File: src/ssx_defines.svh
// constants for the shift, subtract and exclusive-or datapath
`ifndef SSX_DEFINES_SVH
`define SSX_DEFINES_SVH

// widths
`define SSX_DW 16
`define SSX_PW 24
`define SSX_PGW 8
`define SSX_AW 40
`define SSX_LW 10
`define SSX_L5W 5
`define SSX_FW 12
`define SSX_CW 3
`define SSX_BYTE 8
`define SSX_NIB 4

// status flag positions
`define SSX_F_C 0
`define SSX_F_Z 1
`define SSX_F_OV 2
`define SSX_F_N 3
`define SSX_F_DC 4
`define SSX_F_OA 5
`define SSX_F_OB 6
`define SSX_F_SA 7
`define SSX_F_SB 8
`define SSX_F_SFA 9
`define SSX_F_OAB 10
`define SSX_F_SAB 11
`define SSX_FLAGS_RESET 12'h000

// accumulator guard region starts here
`define SSX_ACC_SIGN 31

// program word high byte position
`define SSX_PROG_HI 16

// cycle counts
`define SSX_CYC_ONE 3'h1
`define SSX_CYC_TBL_RD 3'h5
`define SSX_CYC_TBL_WT 3'h2
`define SSX_CYC_SFR 3'h1
`define SSX_CYC_NONE 3'h0

// stack word size in bytes
`define SSX_STACK_STEP 16'h0002

`endif

File: src/ssx_pkg.sv
// types for the shift, subtract and exclusive-or datapath
`default_nettype none
package ssx_pkg;
    typedef enum logic [4:0] {
        shift_left_op = 5'h00,
        shift_left_reg_op = 5'h01,
        shift_left_lit_op = 5'h02,
        acc_subtract_op = 5'h03,
        subtract_op = 5'h04,
        subtract_borrow_op = 5'h05,
        reverse_subtract_op = 5'h06,
        reverse_subtract_borrow_op = 5'h07,
        nibble_swap_op = 5'h08,
        byte_swap_op = 5'h09,
        table_read_high_op = 5'h0A,
        table_read_low_op = 5'h0B,
        table_write_high_op = 5'h0C,
        table_write_low_op = 5'h0D,
        frame_unlink_op = 5'h0E,
        xor_op = 5'h0F,
        zero_extend_op = 5'h10
    } ssx_op_t;
    typedef enum logic [1:0] {
        src_register = 2'h0,
        src_five_bit_literal = 2'h1,
        src_ten_bit_literal = 2'h2
    } ssx_src_t;
    typedef enum logic {
        st_idle = 1'h0,
        st_busy = 1'h1
    } ssx_state_t;
endpackage
`default_nettype wire

File: src/ssx_alu_if.sv
// operand and result bundle between sequencer and arithmetic unit
`include "ssx_defines.svh"
`default_nettype none
interface ssx_alu_if;
    import ssx_pkg::*;
    ssx_op_t op;
    logic [`SSX_DW-1:0] base;
    logic [`SSX_DW-1:0] opnd;
    logic acc_sel;
    logic [`SSX_AW-1:0] acc_a;
    logic [`SSX_AW-1:0] acc_b;
    logic [`SSX_FW-1:0] flags;
    logic [`SSX_DW-1:0] result;
    logic [`SSX_AW-1:0] acc_result;
    logic [`SSX_FW-1:0] next_flags;
    modport ctrl (output op, base, opnd, acc_sel, acc_a, acc_b, flags,
                  input result, acc_result, next_flags);
    modport alu (input op, base, opnd, acc_sel, acc_a, acc_b, flags,
                 output result, acc_result, next_flags);
endinterface
`default_nettype wire

File: src/ssx_alu.sv
// combinational result and flag logic
`include "ssx_defines.svh"
`default_nettype none
module ssx_alu
    import ssx_pkg::*;
(
    // operands in, results out
    ssx_alu_if.alu bus
);
    logic rev;
    logic brw;
    logic cin;
    logic nz_upd;
    logic [`SSX_DW-1:0] mx;
    logic [`SSX_DW-1:0] my;
    logic [`SSX_DW:0] diff;
    logic [`SSX_NIB:0] nib;
    logic sub_ov;
    logic [`SSX_DW-1:0] shl;
    logic [`SSX_AW-1:0] ax;
    logic [`SSX_AW-1:0] ay;
    logic [`SSX_AW:0] ad;
    logic [`SSX_AW-1-`SSX_ACC_SIGN:0] guard;
    logic acc_ovg;
    logic acc_ovf;
    logic [`SSX_DW-1:0] res;
    logic [`SSX_FW-1:0] nf;

    assign rev = bus.op == reverse_subtract_op || bus.op == reverse_subtract_borrow_op;
    assign brw = bus.op == subtract_borrow_op || bus.op == reverse_subtract_borrow_op;
    assign mx = rev ? bus.opnd : bus.base;
    assign my = rev ? bus.base : bus.opnd;
    // borrow forms take the inverted carry as an extra borrow
    assign cin = brw ? bus.flags[`SSX_F_C] : 1'b1;
    assign diff = {1'b0, mx} + {1'b0, ~my} + {{`SSX_DW{1'b0}}, cin};
    assign nib = {1'b0, mx[`SSX_NIB-1:0]} + {1'b0, ~my[`SSX_NIB-1:0]} + {{`SSX_NIB{1'b0}}, cin};
    assign sub_ov = (mx[`SSX_DW-1] != my[`SSX_DW-1]) && (diff[`SSX_DW-1] != mx[`SSX_DW-1]);
    // counts of sixteen or more clear the word
    assign shl = bus.base << bus.opnd[`SSX_L5W-1:0];
    assign ax = bus.acc_sel ? bus.acc_b : bus.acc_a;
    assign ay = bus.acc_sel ? bus.acc_a : bus.acc_b;
    assign ad = {ax[`SSX_AW-1], ax} - {ay[`SSX_AW-1], ay};
    assign guard = ad[`SSX_AW-1:`SSX_ACC_SIGN];
    assign acc_ovg = !((&guard) || !(|guard));
    assign acc_ovf = ad[`SSX_AW] != ad[`SSX_AW-1];
    assign nz_upd = bus.op inside {shift_left_op, shift_left_reg_op, shift_left_lit_op,
        subtract_op, subtract_borrow_op, reverse_subtract_op, reverse_subtract_borrow_op,
        xor_op, zero_extend_op};
    assign bus.result = res;
    assign bus.acc_result = ad[`SSX_AW-1:0];
    assign bus.next_flags = nf;

    always_comb begin
        res = bus.base;
        nf = bus.flags;
        case (bus.op)
            shift_left_op: begin
                res = {bus.base[`SSX_DW-2:0], 1'b0};
                nf[`SSX_F_C] = bus.base[`SSX_DW-1];
                nf[`SSX_F_OV] = bus.base[`SSX_DW-1] ^ bus.base[`SSX_DW-2];
            end
            shift_left_reg_op, shift_left_lit_op: res = shl;
            acc_subtract_op: begin
                // saturate flags are sticky, overflow flags follow each result
                if (bus.acc_sel) begin
                    nf[`SSX_F_OB] = acc_ovg;
                    nf[`SSX_F_SB] = bus.flags[`SSX_F_SB] | acc_ovf;
                end else begin
                    nf[`SSX_F_OA] = acc_ovg;
                    nf[`SSX_F_SA] = bus.flags[`SSX_F_SA] | acc_ovf;
                end
                nf[`SSX_F_OAB] = nf[`SSX_F_OA] | nf[`SSX_F_OB];
                nf[`SSX_F_SAB] = nf[`SSX_F_SA] | nf[`SSX_F_SB];
            end
            subtract_op, subtract_borrow_op, reverse_subtract_op,
            reverse_subtract_borrow_op: begin
                res = diff[`SSX_DW-1:0];
                nf[`SSX_F_C] = diff[`SSX_DW];
                nf[`SSX_F_DC] = nib[`SSX_NIB];
                nf[`SSX_F_OV] = sub_ov;
            end
            nibble_swap_op: res = {bus.base[`SSX_DW-1:`SSX_BYTE],
                bus.base[`SSX_NIB-1:0], bus.base[`SSX_BYTE-1:`SSX_NIB]};
            byte_swap_op: res = {bus.base[`SSX_BYTE-1:0],
                bus.base[`SSX_DW-1:`SSX_BYTE]};
            xor_op: res = bus.base ^ bus.opnd;
            zero_extend_op: begin
                res = {{`SSX_BYTE{1'b0}}, bus.opnd[`SSX_BYTE-1:0]};
                nf[`SSX_F_C] = 1'b1;
            end
            frame_unlink_op: begin
                res = bus.base - `SSX_STACK_STEP;
                nf[`SSX_F_SFA] = 1'b0;
            end
            default: ;
        endcase
        if (nz_upd) begin
            nf[`SSX_F_N] = res[`SSX_DW-1];
            nf[`SSX_F_Z] = res == '0;
        end
    end
endmodule
`default_nettype wire

File: src/ssx_tbl.sv
// program memory port for table reads and writes
`include "ssx_defines.svh"
`default_nettype none
module ssx_tbl
    import ssx_pkg::*;
(
    // clock and reset
    input wire logic clock,
    input wire logic rst,
    // request from the sequencer
    input wire logic start,
    input wire ssx_op_t kind,
    input wire logic [`SSX_PW-1:0] addr,
    input wire logic [`SSX_DW-1:0] wdata,
    output logic [`SSX_DW-1:0] rd_data,
    // program memory
    output logic [`SSX_PW-1:0] prog_addr,
    output logic prog_rd,
    output logic prog_wr_high,
    output logic prog_wr_low,
    output logic [`SSX_PW-1:0] prog_wdata,
    input wire logic [`SSX_PW-1:0] prog_rdata
);
    logic rd_stage;
    logic hi_sel;
    logic is_rd;
    logic [`SSX_DW-1:0] next_rd_data;

    assign is_rd = kind == table_read_high_op || kind == table_read_low_op;
    assign next_rd_data = hi_sel
        ? {{`SSX_BYTE{1'b0}}, prog_rdata[`SSX_PW-1:`SSX_PROG_HI]}
        : prog_rdata[`SSX_DW-1:0];

    always_ff @(posedge clock or posedge rst) begin
        if (rst) begin
            prog_addr <= '0;
            prog_rd <= 1'b0;
            prog_wr_high <= 1'b0;
            prog_wr_low <= 1'b0;
            prog_wdata <= '0;
            rd_stage <= 1'b0;
            hi_sel <= 1'b0;
            rd_data <= '0;
        end else begin
            prog_rd <= start && is_rd;
            prog_wr_high <= start && kind == table_write_high_op;
            prog_wr_low <= start && kind == table_write_low_op;
            rd_stage <= prog_rd;
            if (start) begin
                prog_addr <= addr;
                hi_sel <= kind == table_read_high_op;
                // high write carries only the low byte, placed in the top lane
                prog_wdata <= kind == table_write_high_op
                    ? {wdata[`SSX_BYTE-1:0], {`SSX_DW{1'b0}}}
                    : {{`SSX_BYTE{1'b0}}, wdata};
            end
            // memory answers one cycle after the read strobe
            if (rd_stage) begin
                rd_data <= next_rd_data;
            end
        end
    end
endmodule
`default_nettype wire

File: src/ssx_datapath.sv
// shift, subtract, swap, exclusive-or and table access sequencer
`include "ssx_defines.svh"
`default_nettype none
// Function
// - single-bit left shift: one cycle, updates carry, negative, overflow, zero
// - left shift by register count: one cycle, updates negative and zero only
// - left shift by five-bit literal: one cycle, negative and zero only
// - accumulator subtract: one cycle, updates accumulator overflow, saturate, combined flags
// - register subtract base minus source: one cycle, five arithmetic flags
// - borrow forms also subtract inverted carry, five arithmetic flags
// - nibble swap of low byte: one cycle, no flag changes
// - byte swap: one cycle, no flag changes
// - high table read: program bits 23..16 into low byte, five cycles
// - low table read: program bits 15..0 into destination, five cycles
// - high table write: source low byte to program bits 23..16, two cycles
// - low table write: source word to program bits 15..0, two cycles
// - every exclusive-or form: one cycle, negative and zero only
// - ten-bit literal exclusive-or in place: one cycle, negative and zero
// - zero extend clears upper byte, one cycle, carry zero negative
// - frame unlink: one cycle, affects stack-frame-active flag
// - peripheral register read or read-modify-write costs one extra cycle
module ssx_datapath
    import ssx_pkg::*;
(
    // clock and reset
    input wire logic clock,
    input wire logic rst,
    // instruction request
    input wire logic op_valid,
    output logic op_ready,
    input wire ssx_op_t op_code,
    input wire ssx_src_t op_src,
    input wire logic [`SSX_DW-1:0] base_val,
    input wire logic [`SSX_DW-1:0] src_val,
    input wire logic [`SSX_LW-1:0] lit_val,
    input wire logic sfr_extra,
    input wire logic acc_sel,
    input wire logic [`SSX_AW-1:0] acc_a,
    input wire logic [`SSX_AW-1:0] acc_b,
    input wire logic [`SSX_PGW-1:0] table_page,
    // results
    output logic done,
    output logic wr_en,
    output logic [`SSX_DW-1:0] wr_data,
    output logic fp_wr,
    output logic [`SSX_DW-1:0] fp_data,
    output logic acc_wr_a,
    output logic acc_wr_b,
    output logic [`SSX_AW-1:0] acc_data,
    output logic [`SSX_FW-1:0] status_flags,
    // program memory
    output logic [`SSX_PW-1:0] prog_addr,
    output logic prog_rd,
    output logic prog_wr_high,
    output logic prog_wr_low,
    output logic [`SSX_PW-1:0] prog_wdata,
    input wire logic [`SSX_PW-1:0] prog_rdata
);
    ssx_alu_if alu_bus ();
    ssx_state_t state;
    ssx_state_t next_state;
    ssx_op_t cur_op;
    ssx_op_t fin_op;
    logic [`SSX_CW-1:0] left;
    logic [`SSX_CW-1:0] next_left;
    logic [`SSX_CW-1:0] base_cyc;
    logic [`SSX_CW-1:0] total_cyc;
    logic [`SSX_DW-1:0] opnd;
    logic [`SSX_DW-1:0] rd_data;
    logic take;
    logic finish;
    logic is_rd;
    logic is_wt;
    logic is_tbl;
    logic fin_rd;
    logic fin_default_working_register;
    logic acc_sel_q;

    assign op_ready = state == st_idle;
    assign take = op_valid && op_ready;
    assign is_rd = op_code == table_read_high_op || op_code == table_read_low_op;
    assign is_wt = op_code == table_write_high_op || op_code == table_write_low_op;
    assign is_tbl = is_rd || is_wt;

    // literal operands are zero extended to a word
    assign opnd = op_src == src_five_bit_literal
        ? {{(`SSX_DW-`SSX_L5W){1'b0}}, lit_val[`SSX_L5W-1:0]}
        : op_src == src_ten_bit_literal
        ? {{(`SSX_DW-`SSX_LW){1'b0}}, lit_val}
        : src_val;

    // cycle budget per instruction
    assign base_cyc = is_rd ? `SSX_CYC_TBL_RD
        : is_wt ? `SSX_CYC_TBL_WT
        : `SSX_CYC_ONE;
    assign total_cyc = base_cyc + (sfr_extra ? `SSX_CYC_SFR : `SSX_CYC_NONE);

    // a one-cycle job finishes on the edge that takes it
    assign finish = (take && total_cyc == `SSX_CYC_ONE)
        || (state == st_busy && left == `SSX_CYC_ONE);
    assign fin_op = state == st_idle ? op_code : cur_op;
    assign fin_rd = fin_op == table_read_high_op || fin_op == table_read_low_op;
    assign fin_default_working_register = !(fin_op inside {acc_subtract_op, table_write_high_op,
        table_write_low_op});

    assign next_state = finish ? st_idle : take ? st_busy : state;
    assign next_left = take ? total_cyc - `SSX_CYC_ONE
        : state == st_busy ? left - `SSX_CYC_ONE : left;

    assign alu_bus.op = op_code;
    assign alu_bus.base = base_val;
    assign alu_bus.opnd = opnd;
    assign alu_bus.acc_sel = acc_sel;
    assign alu_bus.acc_a = acc_a;
    assign alu_bus.acc_b = acc_b;
    assign alu_bus.flags = status_flags;

    ssx_alu u_alu (
        .bus (alu_bus.alu)
    );

    // table ops take the address from the base word, data from the source
    ssx_tbl u_tbl (
        .clock (clock),
        .rst (rst),
        .start (take && is_tbl),
        .kind (op_code),
        .addr ({table_page, base_val}),
        .wdata (src_val),
        .rd_data (rd_data),
        .prog_addr (prog_addr),
        .prog_rd (prog_rd),
        .prog_wr_high (prog_wr_high),
        .prog_wr_low (prog_wr_low),
        .prog_wdata (prog_wdata),
        .prog_rdata (prog_rdata)
    );

    always_ff @(posedge clock or posedge rst) begin
        if (rst) begin
            state <= st_idle;
            left <= `SSX_CYC_NONE;
            cur_op <= shift_left_op;
            acc_sel_q <= 1'b0;
        end else begin
            state <= next_state;
            left <= next_left;
            if (take) begin
                cur_op <= op_code;
                acc_sel_q <= acc_sel;
            end
        end
    end

    // flags move only on the taking edge; table ops leave them alone
    always_ff @(posedge clock or posedge rst) begin
        if (rst) begin
            status_flags <= `SSX_FLAGS_RESET;
        end else if (take && !is_tbl) begin
            status_flags <= alu_bus.next_flags;
        end
    end

    always_ff @(posedge clock or posedge rst) begin
        if (rst) begin
            done <= 1'b0;
            wr_en <= 1'b0;
            fp_wr <= 1'b0;
            acc_wr_a <= 1'b0;
            acc_wr_b <= 1'b0;
            wr_data <= '0;
            fp_data <= '0;
            acc_data <= '0;
        end else begin
            done <= finish;
            wr_en <= finish && fin_default_working_register;
            fp_wr <= finish && fin_op == frame_unlink_op;
            acc_wr_a <= finish && fin_op == acc_subtract_op && !(take ? acc_sel : acc_sel_q);
            acc_wr_b <= finish && fin_op == acc_subtract_op && (take ? acc_sel : acc_sel_q);
            // table reads overwrite the word with memory data at the end
            if (finish && fin_rd) begin
                wr_data <= rd_data;
            end else if (take) begin
                wr_data <= alu_bus.result;
            end
            if (take) begin
                fp_data <= src_val;
                acc_data <= alu_bus.acc_result;
            end
        end
    end
endmodule
`default_nettype wire

File: config.mk
export PLATFORM = sky130hd
export DESIGN_NAME = ssx_datapath
export DESIGN_NICKNAME = d
export VERILOG_FILES = /design/src/ssx_pkg.sv /design/src/ssx_alu_if.sv /design/src/ssx_alu.sv /design/src/ssx_tbl.sv /design/src/ssx_datapath.sv
export VERILOG_INCLUDE_DIRS = /design/src
export SDC_FILE = /design/constraint.sdc
export NUM_CORES = 1
export LEC_CHECK = 0
export BUFFER_PORTS_ARGS = -buffer_cell sky130_fd_sc_hd__buf_2
export CAP_MARGIN = 20
export CORE_ASPECT_RATIO = 2
export CORE_MARGIN = 4
export CORE_UTILIZATION = 45
export CTS_CLUSTER_SIZE = 20
export DETAILED_ROUTE_END_ITERATION = 12
export MAX_ROUTING_LAYER = met4
export PLACE_DENSITY = 0.75
export SYNTH_ARGS = -nofsm -noshare
export SYNTH_HDL_FRONTEND = slang
export SYNTH_SLANG_ARGS = --single-unit
File: constraint.sdc
create_clock -name clock -period 8.77 [get_ports clock]
set_input_delay 0.877 -clock clock [delete_from_list [all_inputs] [get_ports clock]]
set_output_delay 0.877 -clock clock [all_outputs]
set_load 0.05 [all_outputs]
# Yosys cells after proc, flatten, opt, wreduce, memory -nomap -nowiden

Cells that the tools add are included.

Register bits after elaboration: 167
Input bits: 166
Word-level logic and storage cells: 150

Add/subtract/negate cells: 9
Eq/ne operators: 29
Shift-type cells: 1
Multiplexer cells: 31
Bitwise logic cells: 9
Reduce and logical (&&, ||, !) cells: 46

Operators with widths:

| cell                                                | count |
|---|---|
| one-hot mux 16 bit (8 select lines)                 | 1 |
| two-way mux 16 bit                                  | 7 |
| two-way mux 40 bit                                  | 2 |
| == test 5 x 4 -> 1 bit (second input constant)      | 13 |
| subtractor 40 x 40 -> 41 bit                        | 1 |
| two-way mux 24 bit                                  | 1 |
| == test 5 x 3 -> 1 bit (second input constant)      | 4 |
| adder 16 x 16 -> 17 bit                             | 1 |
| adder 17 x 1 -> 17 bit                              | 1 |
| zero test 16 bit                                    | 1 |
| inverter 16 bit                                     | 1 |
| left shift 16 x 5 -> 16 bit                         | 1 |
| subtractor 16 x 2 -> 16 bit (second input constant) | 1 |
| XOR 16 bit                                          | 1 |
| == test 5 x 2 -> 1 bit (second input constant)      | 3 |
| logical AND 1 bit                                   | 15 |
| two-way mux 1 bit                                   | 13 |
| AND reduction 2 bit                                 | 5 |
| two-way mux 3 bit                                   | 3 |
| AND reduction 9 bit                                 | 1 |
| nonzero test 9 bit                                  | 1 |
| OR reduction 9 bit                                  | 1 |
| logical OR 1 bit                                    | 8 |
| nonzero test 2 bit                                  | 4 |
| 23 further kinds                                    | 35 |

# Logic depth before layout (Yosys ltp)

Word-level depth: 10
Depth in mapped cells: 18
Gate-level depth less buffers: 16

# Hierarchy

From an unflattened synthesis, not the netlist that was laid out.

Cells, all modules: 1613
Area, all modules: 13839.5 sq um

By module, submodules not included:

| module       | times used | cells an instance | area each (sq um) | sequential area each (sq um) |
|---|---|---|---|---|
| ssx_alu      | 1          | 996               | 6692.7            | 0.0 |
| ssx_datapath | 1          | 426               | 4439.3            | 2477.4 |
| ssx_tbl      | 1          | 191               | 2707.6            | 1726.7 |

# Worst setup path after synthesis

No wires, ideal clock.

Path kind: input to register
From: in op_code[3]
To: reg status_flags[1]
Setup time: 0.122 ns
Arrival: 4.816 ns
Required time: 8.648 ns
Path slack: 3.833 ns
Cell stages on the path: 16
Cells stage by stage: clkbuf_1 > nand4bb_1 > clkbuf_1 > clkbuf_1 > o21ai_0 > fa_1 > fa_1 > a21oi_1 > nor2_1 > mux2i_1 > nand3_2 > a221o_1 > a2111oi_4 > o32ai_2 > o211a_1 > a32o_1

Cells in the longest elaborated chain, start to end: 8
Elaborated cells on any way between the ends: 35
Classes of those cells: add/sub (2); eq/ne (15); mux (4); bitwise (1); reduce/logical (13)

RTL lines:

| element                                   | line                | RTL |
|---|---|---|
| start: declaration                        | ssx_datapath.sv:31  | `input wire ssx_op_t op_code,` |
| == test 5 x 3 -> 1 bit (on tied branches) | -                   |  |
| logical OR 1 bit                          | ssx_alu.sv:29       | `assign rev = bus.op == reverse_subtract_op \|\| bus.op == reverse_subtract_borrow_op;` |
| two-way mux 16 bit                        | ssx_alu.sv:32       | `assign my = rev ? bus.base : bus.opnd;` |
| inverter 16 bit                           | ssx_alu.sv:35       | `` assign diff = {1'b0, mx} + {1'b0, ~my} + {{`SSX_DW{1'b0}}, cin}; `` |
| adder 16 x 16 -> 17 bit                   | ssx_alu.sv:35       |  |
| adder 17 x 1 -> 17 bit                    | ssx_alu.sv:35       |  |
| one-hot mux 16 bit (8 select lines)       | ssx_alu.sv:56       | `case (bus.op)` |
| zero test 16 bit                          | ssx_alu.sv:99       | `` nf[`SSX_F_Z] = res == '0; `` |
| end signal: assignment                    | ssx_datapath.sv:158 | `` status_flags <= `SSX_FLAGS_RESET; `` |
| end signal: assignment                    | ssx_datapath.sv:160 | `status_flags <= alu_bus.next_flags;` |
| end: declaration                          | ssx_datapath.sv:50  | `` output logic [`SSX_FW-1:0] status_flags, `` |

Parallel ways exist; a longest one is shown, timed or not.
A chain may end at the register's enable or synchronous reset.

# Worst setup path after layout

From: in op_src[0]
To: reg status_flags[1]

Cells in the longest elaborated chain, start to end: 9
Elaborated cells on any way between the ends: 13
Classes of those cells: add/sub (2); eq/ne (2); shift (1); mux (5); bitwise (2); reduce/logical (1)

RTL lines:

| element                                 | line               | RTL |
|---|---|---|
| start: declaration                      | ssx_datapath.sv:32 | `input wire ssx_src_t op_src,` |
| == test 2 bit                           | ssx_datapath.sv:88 | `: op_src == src_ten_bit_literal` |
| two-way mux 16 bit                      | ssx_datapath.sv:88 |  |
| two-way mux 16 bit (*)                  | ssx_datapath.sv:86 | `assign opnd = op_src == src_five_bit_literal` |
| two-way mux 16 bit                      | ssx_alu.sv:32      |  |
| inverter 16 bit                         | ssx_alu.sv:35      |  |
| adder 16 x 16 -> 17 bit                 | ssx_alu.sv:35      |  |
| adder 17 x 1 -> 17 bit                  | ssx_alu.sv:35      |  |
| one-hot mux 16 bit (8 select lines) (*) | ssx_alu.sv:56      |  |
| zero test 16 bit (*)                    | ssx_alu.sv:99      |  |

Mark *: on every way between the ends. The rest lies on a longest branch, timed or not.

==> tab_implementation.tex <==
\begin{tabular}{lr}
\hline
Metric & Value \\
\hline
\multicolumn{2}{l}{\textbf{Power and ir drop}} \\
Overall power & 4.53 mW \\
Maximum VDD drop & 0.173 mV \\
Power Density & 289 nW/um\^{}2 \\
Lkg Pwr & about 7.7 nW \\
\multicolumn{2}{l}{\textbf{Hold path}} \\
Classification of the worst-slack hold path & reg -> reg \\
\multicolumn{2}{l}{\textbf{Timing}} \\
Total count of max-transition violations in the final report & 0 \\
Smallest hold slack & between 0.4 and 0.5 ns \\
Final period util & between 60\% and 70\% \\
Fmax & 0.185 GHz \\
Final setup skew & a little over 0.01 ns \\
Relative slew slack & 28.2\% \\
Post-route minimum period & about 5.4 ns \\
Final sum of negative setup slack & 0 ns \\
RSZ-0062 raised after global routing & no \\
Final count of negative-setup-slack endpoints & 0 \\
Transition at the pin with the smallest max-transition slack & around 1.1 ns \\
Hold Vio Cnt, Final & 0 \\
\multicolumn{2}{l}{\textbf{Setup path}} \\
Critical path peak fanout & 10 \\
Required time at the worst-slack endpoint & 9.17 ns \\
Highest-delay cell along the critical path & mux2i\_2 \\
Cells along the critical path & buf\_2, xor2\_1, buf\_4, mux2i\_2, o21ai\_0, fa\_1, fa\_1, a21oi\_1, nor2\_1, mux2i\_1, a31oi\_1, xnor2\_1, nor2\_1, o32ai\_1, nand4b\_1, nor4b\_1, a32o\_1 \\
Delay of the slowest critical-path stage & between 0.7 and 0.8 ns \\
Top Family by Delay on Critical Path & compound AO/OA/AOI/OAI gates \\
Critical Path Start Type & input pin \\
Buffers \& Inverters on Critical Path & 2 \\
Arr. time, crit path & around 5.8 ns \\
Crit Path Class & in -> reg \\
Kind of end point of the critical path & flop \\
\multicolumn{2}{l}{\textbf{Layout}} \\
Post-route standard cell area excluding fillers & 15700 sq um \\
Antenna diode instance count & 0 \\
Area Overhead vs Synth & 17.7\% \\
Share of final-layout standard cells stronger than drive strength 1 & between 20\% and 30\% \\
Net count of the finished layout & between 2000 and 2500 \\
Non-filler instance count after layout & 2270 \\
\multicolumn{2}{l}{\textbf{CTS}} \\
TritonCTS buffer count & 17 \\
Number of buffers inserted to repair setup after CTS & 0 \\
CTS Root Buffer Type & clkbuf\_16 \\
Max Buffers Root-to-Sink & 2 \\
Clock insertion delay at the later pin of the skew report & roughly 0.47 ns \\
Post-cts hold buffer count & 0 \\
Clock transition at the register clock pins on the worst setup and hold paths after CTS & roughly 0.07 ns \\
Resize count post-CTS & 0 \\
CTS H-tree lvls & 4 \\
Clock net sink count & roughly 170 \\
Clock tree from TritonCTS & yes \\
\multicolumn{2}{l}{\textbf{Route}} \\
Detailed-router iteration count before antenna repair & 5 \\
Average wire per standard cell & 24.2 um \\
Violation count after the first detailed-routing iteration & roughly 840 \\
Remaining routing DRC violations & 0 \\
Post-route antenna net violation count & 0 \\
Post-Route WL & $\sim$55 mm \\
Number of vias per cell after detailed routing & 6.14 \\
Vias after detailed routing & between 10000 and 15000 \\
\multicolumn{2}{l}{\textbf{Place}} \\
Area after detailed placement & 15100 sq um \\
DP HPWL & 42.7 mm \\
Global placement routability congestion & 1.02 \\
Cells after DPL & 2236 \\
Total of buffers placed on input and output ports & 305 \\
\multicolumn{2}{l}{\textbf{Synth}} \\
Async set-or-reset flop fraction in the synthesized netlist & between 90\% and 100\% \\
Portion of the post-synthesis area used by sequential elements & 31.4\% \\
Total nets after synthesis & roughly 1900 \\
Parity-gate share of the synthesized area counting xor and xnor cells & about 3.7\% \\
Synthesis warning total & 0 \\
Number of instances in the synthesized netlist & around 1700 \\
Main flop type after synthesis & dfrtp\_1 \\
Combinational family with the most area after synthesis & compound AO/OA/AOI/OAI gates \\
Adder-Cell Fraction of Synth Area & 6.18\% \\
Basic-gate share of the synthesized area counting and, or, nand and nor cells & between 20\% and 30\% \\
Count of flip-flops with a built-in enable after synthesis & 0 \\
Post-Synthesis Cell Area & 13300 sq um \\
Distinct cell type count of the synthesized netlist & 79 \\
Number of storage elements in the synthesis netlist & about 170 \\
Synth Area in Compound Gates & 22.9\% \\
Multiplexer share of the synthesized area & 10.9\% \\
Post-Synthesis Mean Instance Area & around 8.0 sq um \\
\multicolumn{2}{l}{\textbf{Floorplan}} \\
Initial cell density of the core & 45.8\% \\
IO Count & a little over 300 \\
Die Area & about 33000 sq um \\
Number of placement rows & between 80 and 90 \\
Floorplan Core Area & just under 30000 sq um \\
Die X-Extent & about 130 um \\
Die Span Y & 251 um \\
\multicolumn{2}{l}{\textbf{GRT}} \\
Largest net degree at the start of global routing & 100 \\
Global-route wire length before repair & a little over 80 mm \\
Number of antenna violations at the first check in global routing & 0 \\
GRT Overall Usage & 34.4\% \\
Vias in the first global route & 14000 \\
Total global routing overflow & 0 \\
\multicolumn{2}{l}{\textbf{Job}} \\
MaxCap Viol Count & 0 \\
\multicolumn{2}{l}{\textbf{Outcome}} \\
Outcome & completed \\
\hline
\end{tabular}
## where the power goes
part / leakage, nW / switching (mW) / internal, mW / total (mW)
sequential: 2.07 / 0.221 / 1.09 / 1.31
clock: 0.280 / 0.372 / 0.375 / 0.747
combinational: 5.31 / 1.84 / 0.635 / 2.47
## synthesized netlist by cell type (all sizes together), types with 7 or more instances
cell type    n  share of area, %
nand2      325               9.2
dfrtp      167                31
o21ai      158               5.9
a21oi      111               4.2
nor2       105               3.0
mux2i       95               7.2
clkbuf      76               2.1
ha          61               5.7
inv         44               1.2
mux2        43               3.6
nand3       30               1.2
nor3        30               1.1
buf         28               1.0
xnor2       28               1.8
xor2        28               1.8
a21o        20               1.1
a22oi       18               1.0
a211oi      17              0.96
nand2b      16              0.75
o211ai      15              0.85
a22o        14              0.92
a31oi       13              0.61
nand3b      13              0.73
and3        12              0.56
nand4       12              0.56
nor2b       12              0.56
nor4        12              0.56
o21a        12              0.68
a211o        7              0.46
a221oi       7              0.55
## stage by stage
step	setup slack, ns	utilization, %
after detailed placement	2.47	51.8
after CTS	2.90	53.8
final	3.36	53.9
after global placement	2.54	51.8
after global routing	2.99	53.9
after floorplan	3.37	-
## worst register-to-register path, cell delays in order (launching register included)
cell and delay, ns:
dfrtp_1 0.46, or3_1 0.42, fa_1 0.41, fa_1 0.42, a21oi_1 0.42, nor2_1 0.08
mux2i_1 0.40, a31oi_1 0.18, xnor2_1 0.16, nor2_1 0.05, o32ai_1 0.36, nand4b_1 0.15
nor4b_1 0.41, a32o_1 0.23
## final cells by class
cell class | instances | area [sq um]
well taps | 360 | 450
inverters | 44 | 170
multi-input cells | 1341 | 8600
fillers | 2774 | 13400
clock buffers | 17 | 425
clock inverters | 15 | 144
repair buffers | 326 | 1710
flip-flops and latches | 167 | 4180
## cell families (layout without fill, tap and decap cells)
kind of cell / Yosys count / after routing
XOR/XNOR: 56 / 56
adder cells (fa/ha/maj): 64 / 64
other: 1 / 1
flip-flops: 167 / 167
multiplexers: 138 / 138
buffers and inverters: 148 / 402
AND/OR/NAND/NOR: 609 / 609
AO/OA/AOI/OAI: 473 / 473
## final timing paths
check                                         end  slack (ns)  cells past startpoint             from
worst max-delay path              status_flags[1]        3.36                     17        op_src[0]
worst min-delay path               u_tbl.rd_stage        0.42                      0    u_tbl.prog_rd
worst max register to register    status_flags[1]        4.54                     13  status_flags[0]
worst min register to register     u_tbl.rd_stage        0.42                      0    u_tbl.prog_rd
max in group asynchronous       u_tbl.rd_data[15]        6.69                      3              rst
min in group asynchronous                acc_wr_a        0.62                      2              rst
## state kept, by name (all words and copies together) (netlist names), 3 cells and up
signal	flops
u_tbl.prog_wdata	24
u_tbl.rd_data	16
cur_op	5
acc_data	40
fp_data	16
u_tbl.prog_addr	24
status_flags	11
wr_data	16
left	3
## cell usage in the layout (no fill, tap or decap), types with 20 or more instances in the layout
| master | count |
|---|---|
| nand2_1 | 324 |
| buf_2 | 304 |
| dfrtp_1 | 167 |
| o21ai_0 | 152 |
| a21oi_1 | 111 |
| ha_1 | 61 |
| xnor2_1 | 28 |
| mux2i_1 | 91 |
| nor3_1 | 28 |
| a21o_1 | 20 |
| nor2_1 | 104 |
| xor2_1 | 28 |
| buf_4 | 21 |
| inv_1 | 43 |
| nand3_1 | 29 |
| mux2_2 | 43 |
## per-layer routing
layer  track usage (%)  up-vias  part of all wire [%]
met3              5.12      244                   5.5
met5                 -        -                     0
li1                  -     6433                     -
met1              32.3     6621                    33
met4              24.9        0                   9.2
met2              61.8      642                    53
Note: power is estimated with default switching activity, not from simulation.
